[src/shared/mult_pkg.sv]
// Package for the hardened multiplier block: widths, reset values, carriers.
// Assumes one clock domain; all users import the whole package.
package mult_pkg;

  localparam int unsigned FULL_W    = 18;
  localparam int unsigned HALF_W    = 9;
  localparam int unsigned PROD_W    = 2 * FULL_W;
  localparam int unsigned HALF_PROD = 2 * HALF_W;
  localparam int unsigned LATENCY_DIRECT = 1;
  localparam int unsigned LATENCY_REG    = 2;

  localparam logic [FULL_W-1:0] OPERAND_RESET = 18'h00000;
  localparam logic [PROD_W-1:0] PRODUCT_RESET = 36'h000000000;

  // Static configuration of one block
  typedef struct packed {
    logic dual;
    logic regA;
    logic regB;
    logic regSign;
  } mult_cfg_t;

  // Operands and sign controls from the fabric
  typedef struct packed {
    logic [FULL_W-1:0] dataA;
    logic [FULL_W-1:0] dataB;
    logic              signA;
    logic              signB;
  } mult_in_t;

  // Registered result
  typedef struct packed {
    logic [PROD_W-1:0] product;
    logic              resultSigned;
  } mult_out_t;

endpackage : mult_pkg

[src/rtl/mult_lane.sv]
// One combinational multiplier lane with per-operand sign control.
// Assumes operands already selected (registered or direct) by the caller.
`timescale 1ns/10ps
module mult_lane
  import mult_pkg::*;
#(
  parameter int unsigned W = 18
) (
  // Operands
  input  wire logic [W-1:0]   a,
  input  wire logic [W-1:0]   b,
  input  wire logic           signA,
  input  wire logic           signB,
  // Full precision product
  output logic      [2*W-1:0] product
);

  logic signed [W:0]     extA;
  logic signed [W:0]     extB;
  logic signed [2*W+1:0] full;

  // One extra bit makes unsigned and signed share a signed multiplier
  assign extA    = {signA & a[W-1], a};
  assign extB    = {signB & b[W-1], b};
  assign full    = extA * extB;
  assign product = full[2*W-1:0];

endmodule : mult_lane

[src/rtl/hard_multiplier_block.sv]
// Hardened multiplier block: one 18x18 or two 9x9 multipliers.
// Assumes synchronous operands; aclr is the block's own asynchronous clear.
//
// What this block does
// - One 18x18 or two independent 9x9 multipliers
// - Operands go registered or direct, 9/18 sections
// - Registered or direct chosen per operand input
// - Input registers have clock, enable, clear
// - All registers share clock, enable, clear
// - Sign input high means operand is signed
// - Signed result if either operand signed
// - Product registered in 18 or 36 bit sections
// - Dual mode shares one sign per operand
`timescale 1ns/10ps
module hard_multiplier_block
  import mult_pkg::*;
(
  // Clock, reset and shared register controls
  input  wire logic      mclk,
  input  wire logic      nrst,
  input  wire logic      ce,
  input  wire logic      aclr,
  // Configuration
  input  wire mult_cfg_t cfg,
  // Operands from the fabric
  input  wire mult_in_t  in,
  // Result
  output mult_out_t      out
);

  typedef struct packed {
    logic [FULL_W-1:0] regA;
    logic [FULL_W-1:0] regB;
    logic              signA;
    logic              signB;
    mult_out_t         res;
  } mult_state_t;

  mult_state_t st;
  mult_state_t next_st;

  logic [FULL_W-1:0]    coreA;
  logic [FULL_W-1:0]    coreB;
  logic                 coreSignA;
  logic                 coreSignB;
  logic [PROD_W-1:0]    prodFull;
  logic [HALF_PROD-1:0] prodLo;
  logic [HALF_PROD-1:0] prodHi;

  // Per-operand bypass of the data input registers; regSign bypasses both sign registers together
  assign coreA     = cfg.regA ? st.regA : in.dataA;
  assign coreB     = cfg.regB ? st.regB : in.dataB;
  assign coreSignA = cfg.regSign ? st.signA : in.signA;
  assign coreSignB = cfg.regSign ? st.signB : in.signB;

  mult_lane #(.W(FULL_W)) laneFull (
    .a       (coreA),
    .b       (coreB),
    .signA   (coreSignA),
    .signB   (coreSignB),
    .product (prodFull)
  );

  // Both halves see the same sign pair in dual mode
  mult_lane #(.W(HALF_W)) laneLo (
    .a       (coreA[HALF_W-1:0]),
    .b       (coreB[HALF_W-1:0]),
    .signA   (coreSignA),
    .signB   (coreSignB),
    .product (prodLo)
  );

  mult_lane #(.W(HALF_W)) laneHi (
    .a       (coreA[FULL_W-1:HALF_W]),
    .b       (coreB[FULL_W-1:HALF_W]),
    .signA   (coreSignA),
    .signB   (coreSignB),
    .product (prodHi)
  );

  always_comb begin
    next_st       = st;
    next_st.regA  = in.dataA;
    next_st.regB  = in.dataB;
    next_st.signA = in.signA;
    next_st.signB = in.signB;
    if (cfg.dual) begin
      next_st.res.product = {prodHi, prodLo};
    end else begin
      next_st.res.product = prodFull;
    end
    next_st.res.resultSigned = coreSignA | coreSignB;
  end

  // One clock, one enable, one clear for every register of the block
  always_ff @(posedge mclk or posedge aclr) begin
    if (aclr) begin
      st <= '0;
    end else if (!nrst) begin
      st <= '0;
    end else if (ce) begin
      st <= next_st;
    end
  end

  assign out = st.res;

  // Antecedents use sampled enable, reset and clear: the registers obey
  // the values seen at the edge, while the disable sees the later ones
  logic directCfg;
  logic quietSigns;
  logic takeEdge;
  logic holdEdge;
  assign directCfg  = !cfg.regA && !cfg.regB && !cfg.regSign;
  assign quietSigns = !in.signA && !in.signB;
  assign takeEdge   = ce && nrst && !aclr;
  assign holdEdge   = !ce && nrst && !aclr;
endmodule : hard_multiplier_block

[config.mk]
export PLATFORM = sky130hd
export DESIGN_NAME = hard_multiplier_block
export DESIGN_NICKNAME = d
export VERILOG_FILES = /design/src/shared/mult_pkg.sv /design/src/rtl/mult_lane.sv /design/src/rtl/hard_multiplier_block.sv
export SDC_FILE = /design/constraint.sdc
export NUM_CORES = 1
export LEC_CHECK = 0
export BUFFER_PORTS_ARGS = -buffer_cell sky130_fd_sc_hd__buf_2
export CAP_MARGIN = 10
export CORE_UTILIZATION = 49
export CTS_CLUSTER_SIZE = 12
export DETAILED_ROUTE_END_ITERATION = 7
export GPL_TIMING_DRIVEN = 0
export HOLD_SLACK_MARGIN = 0.05
export PLACE_DENSITY = 0.67
export SLEW_MARGIN = 15
export SYNTH_ARGS = -nofsm -noshare
export SYNTH_HDL_FRONTEND = slang
export SYNTH_SLANG_ARGS = --single-unit
[constraint.sdc]
create_clock -name mclk -period 15.1 [get_ports mclk]
set_input_delay 0.755 -clock mclk [delete_from_list [all_inputs] [get_ports mclk]]
set_output_delay 0.755 -clock mclk [all_outputs]
set_load 0.01 [all_outputs]
==> impl_metrics.csv <==
group,metric,value,unit
outcome,status,"completed",
synthesis,ys_top_cells_by_count,"532 x inv_1, 450 x fa_1, 249 x nand2_1",
final_layout,nFillCells,4077,
run,maxCapViolations,0,
clocking,cts_resized,0,
worst_setup_path,startpoint_type,"input pin",
synthesis,postSynthCellCount,2327,
placed_design,gp_congestion,1.02,
synthesis,synth.area.top_cells,"fa_1 42%, ha_1 11%, inv_1 9.3%, dfrtp_1 8.8%, nand2_1 4.4%",
floorplanning,chipWidth,211,um
worst_setup_path,rrSetupSlack,6.53,ns
detailed_routing,vias,16807,
timing,tns,0,ns
clocking,cts.sinks,75,
detailed_routing,ant_nets,0,
timing,worst_pin_slew,1.28,ns
clocking,hold_buffers,0,
power,powerDensity,174,mW/mm^2
synthesis,synth_seq_cells,75,
placed_design,post-dp-hpwl,58800,um
clocking,cts_tree,"done",
timing,min_period_over_period,0.648,
worst_setup_path,crit_end,"out[31]$_DFFE_PP0P_",
clocking,max-clock-path-buffers,2,
timing,fmax,0.102,GHz
timing,timing.hold.ws,0.374,ns
worst_hold_path,hp-class,"in -> async",
clocking,cts_setup_buffers,0,
worst_setup_path,startpoint,"cfg[1]",
timing,finClkSkew,0.0142,ns
floorplanning,dieHeight,211,um
grt,grt_first_pass_wirelength,105000,um
detailed_routing,drt-pass1-iter-count,6,
synthesis,async_flop_share,1.00,
timing,rsz0062_at_grt,"false",
timing,setup_viol,0,
synthesis,syn_nets,3007,
synthesis,synth_largest_area_cell,"fa_1",
synthesis,synth_cell_type_count,66,
synthesis,synth_area,0.0214,sq mm
synthesis,ys_warn_count,0,
detailed_routing,wl_per_cell,23.0,um
worst_setup_path,rr_startpoint,"st[74]$_DFFE_PP0P_",
final_layout,num-nets-final,3098,
final_layout,areaGrowthSynthToFinish,7.03,%
timing,slew_viol_final,0,
timing,max-slew-margin-rel,0.120,
floorplanning,die_area,0.0444,sq mm
worst_setup_path,cp_max_fo,10,
detailed_routing,remaining_drc_errors,0,
final_layout,final_cells,3007,
clocking,cts_buffers,9,
floorplanning,io-pin-count,83,
detailed_routing,drt_iter0_drc,1301,
detailed_routing,via_per_inst,5.59,
worst_setup_path,cp_data_required_time,15.32,ns
synthesis,synth-main-ff-cell,"dfrtp_1",
final_layout,drive_above_1_share,0.0822,
synthesis,synth.top_cell.area_share,0.422,
clocking,clk_pin_slew,0.06,ns
worst_setup_path,end_kind,"flip-flop",
synthesis,synth_edf_count,0,
placed_design,io_buffers,78,
worst_setup_path,r2r_end,"out[36]$_DFFE_PP0P_",
floorplanning,rows,76,
clocking,h-tree-depth,3,
power,total_leakage_power,0.0120,uW
clocking,cts_root_buf,"clkbuf_16",
worst_setup_path,r2r_cells,24,
floorplanning,start_util,0.496,
synthesis,syn_area_per_cell,9.18,sq um
worst_setup_path,worst_ep_arrival_time,10.00,ns
final_layout,final_util,0.531,
final_layout,final-seq-area,0.00188,sq mm
final_layout,antenna_cells,0,
synthesis,synthMostInstantiatedCell,"inv_1",
worst_setup_path,setup.worst_path.class,"in -> reg",
detailed_routing,wirelength,69000,um
clocking,clk_latency,0.38,ns
grt,grtUsageTotal,0.327,
timing,finalCriticalPeriod,9.78,ns
timing,finalHoldViolCount,0,
grt,grt_pass1_vias,17964,
grt,grt_max_degree,55,
power,ir_drop,0.000177,V
placed_design,dpl.cell_count,2992,
grt,antenna_found_initial,0,
floorplanning,core_area,0.0431,sq mm
final_layout,multi_input_area,0.0170,sq mm
grt,overflow,0,
synthesis,ys_seq_area_frac,0.0879,
==> registers in the layout, indices dropped and copies added, names as in the netlist <==
name and count:
st 38, out 37
==> worst min-delay path by stage <==
stage | slack (ns) | start | end | depth (start not counted)
after CTS | 0.37 | aclr | out[30]$_DFFE_PP0P_ | 2
after global placement | 0.50 | out[25]$_DFFE_PP0P_ | out[25]$_DFFE_PP0P_ | 2
final | 0.37 | aclr | out[33]$_DFFE_PP0P_ | 2
after global routing | 0.40 | aclr | out[30]$_DFFE_PP0P_ | 2
after floorplan | 0.46 | out[16]$_DFFE_PP0P_ | out[16]$_DFFE_PP0P_ | 2
after detailed placement | 0.49 | out[25]$_DFFE_PP0P_ | out[25]$_DFFE_PP0P_ | 2
==> final cells by class <==
class	instances	area share
Multi-Input combinational cell	1622	0.745
Inverter	533	0.0876
Sequential cell	75	0.0821
Tap cell	585	0.0320
Buffer	97	0.0221
Timing Repair Buffer	80	0.0189
Clock buffer	9	0.00985
Clock inverter	6	0.00285
==> logic make-up after synthesis <==
family,Yosys count,synth area share
fa+ha+maj,634,0.529
buf+inv,630,0.117
simple gates,592,0.114
compound gates,203,0.0623
mux,128,0.0624
flops,75,0.0879
xor+xnor,65,0.0266
==> cells in the final DEF, fill, tap and decap left out, types with 16 or more instances in the layout <==
cell type  count
a21o_1        16
ha_1         184
nand2_1      249
mux2i_1       76
xnor2_1       51
nor2_1       248
inv_1        531
o21ai_0       49
fa_1         450
clkbuf_1      50
buf_2         80
buf_4         37
nor3_1        21
dfrtp_1       75
a21oi_1       47
mux2_2        38
nand3_1       17
==> power by group <==
group	switching (uW)	leakage [uW]	internal [uW]
logic	2050	0.0108	1440
clock network	109	0.000142	128
registers	21.5	0.000994	235
==> through the flow <==
stage	cell area, sq um	power, uW	setup WS, ns
after floorplan	21400	2700	7.02
after global placement	22500	3670	5.27
after detailed placement	22600	3710	5.20
after CTS	22900	3980	5.50
after global routing	22900	4380	4.96
final	22900	3990	5.32
==> worst max-delay path, cell delays in order <==
cell and delay (ns):
buf_2 0.26, buf_1 0.85, buf_1 0.85, mux2i_1 1.03, nor2_1 0.18, fa_1 0.57
inv_1 0.05, fa_1 0.57, inv_1 0.06, fa_1 0.45, fa_1 0.52, fa_1 0.43
fa_1 0.61, inv_1 0.09, fa_1 0.51, inv_1 0.05, ha_1 0.21, a2111oi_0 0.68
and3b_1 0.28, a21oi_1 0.13, a21oi_1 0.31, o21ai_1 0.22, xnor2_1 0.20, o21ai_0 0.11
==> layer usage <==
| metal | vias to the layer above | GRT usage | routed length [um] |
|---|---|---|---|
| met5 | - | 0 | 0 |
| met4 | 0 | 0.168 | 4180 |
| met3 | 199 | 0.0659 | 5590 |
| met2 | 770 | 0.538 | 32900 |
| met1 | 8573 | 0.409 | 26400 |
| li1 | 7265 | - | - |
Note: power is estimated with default switching activity, not from simulation.
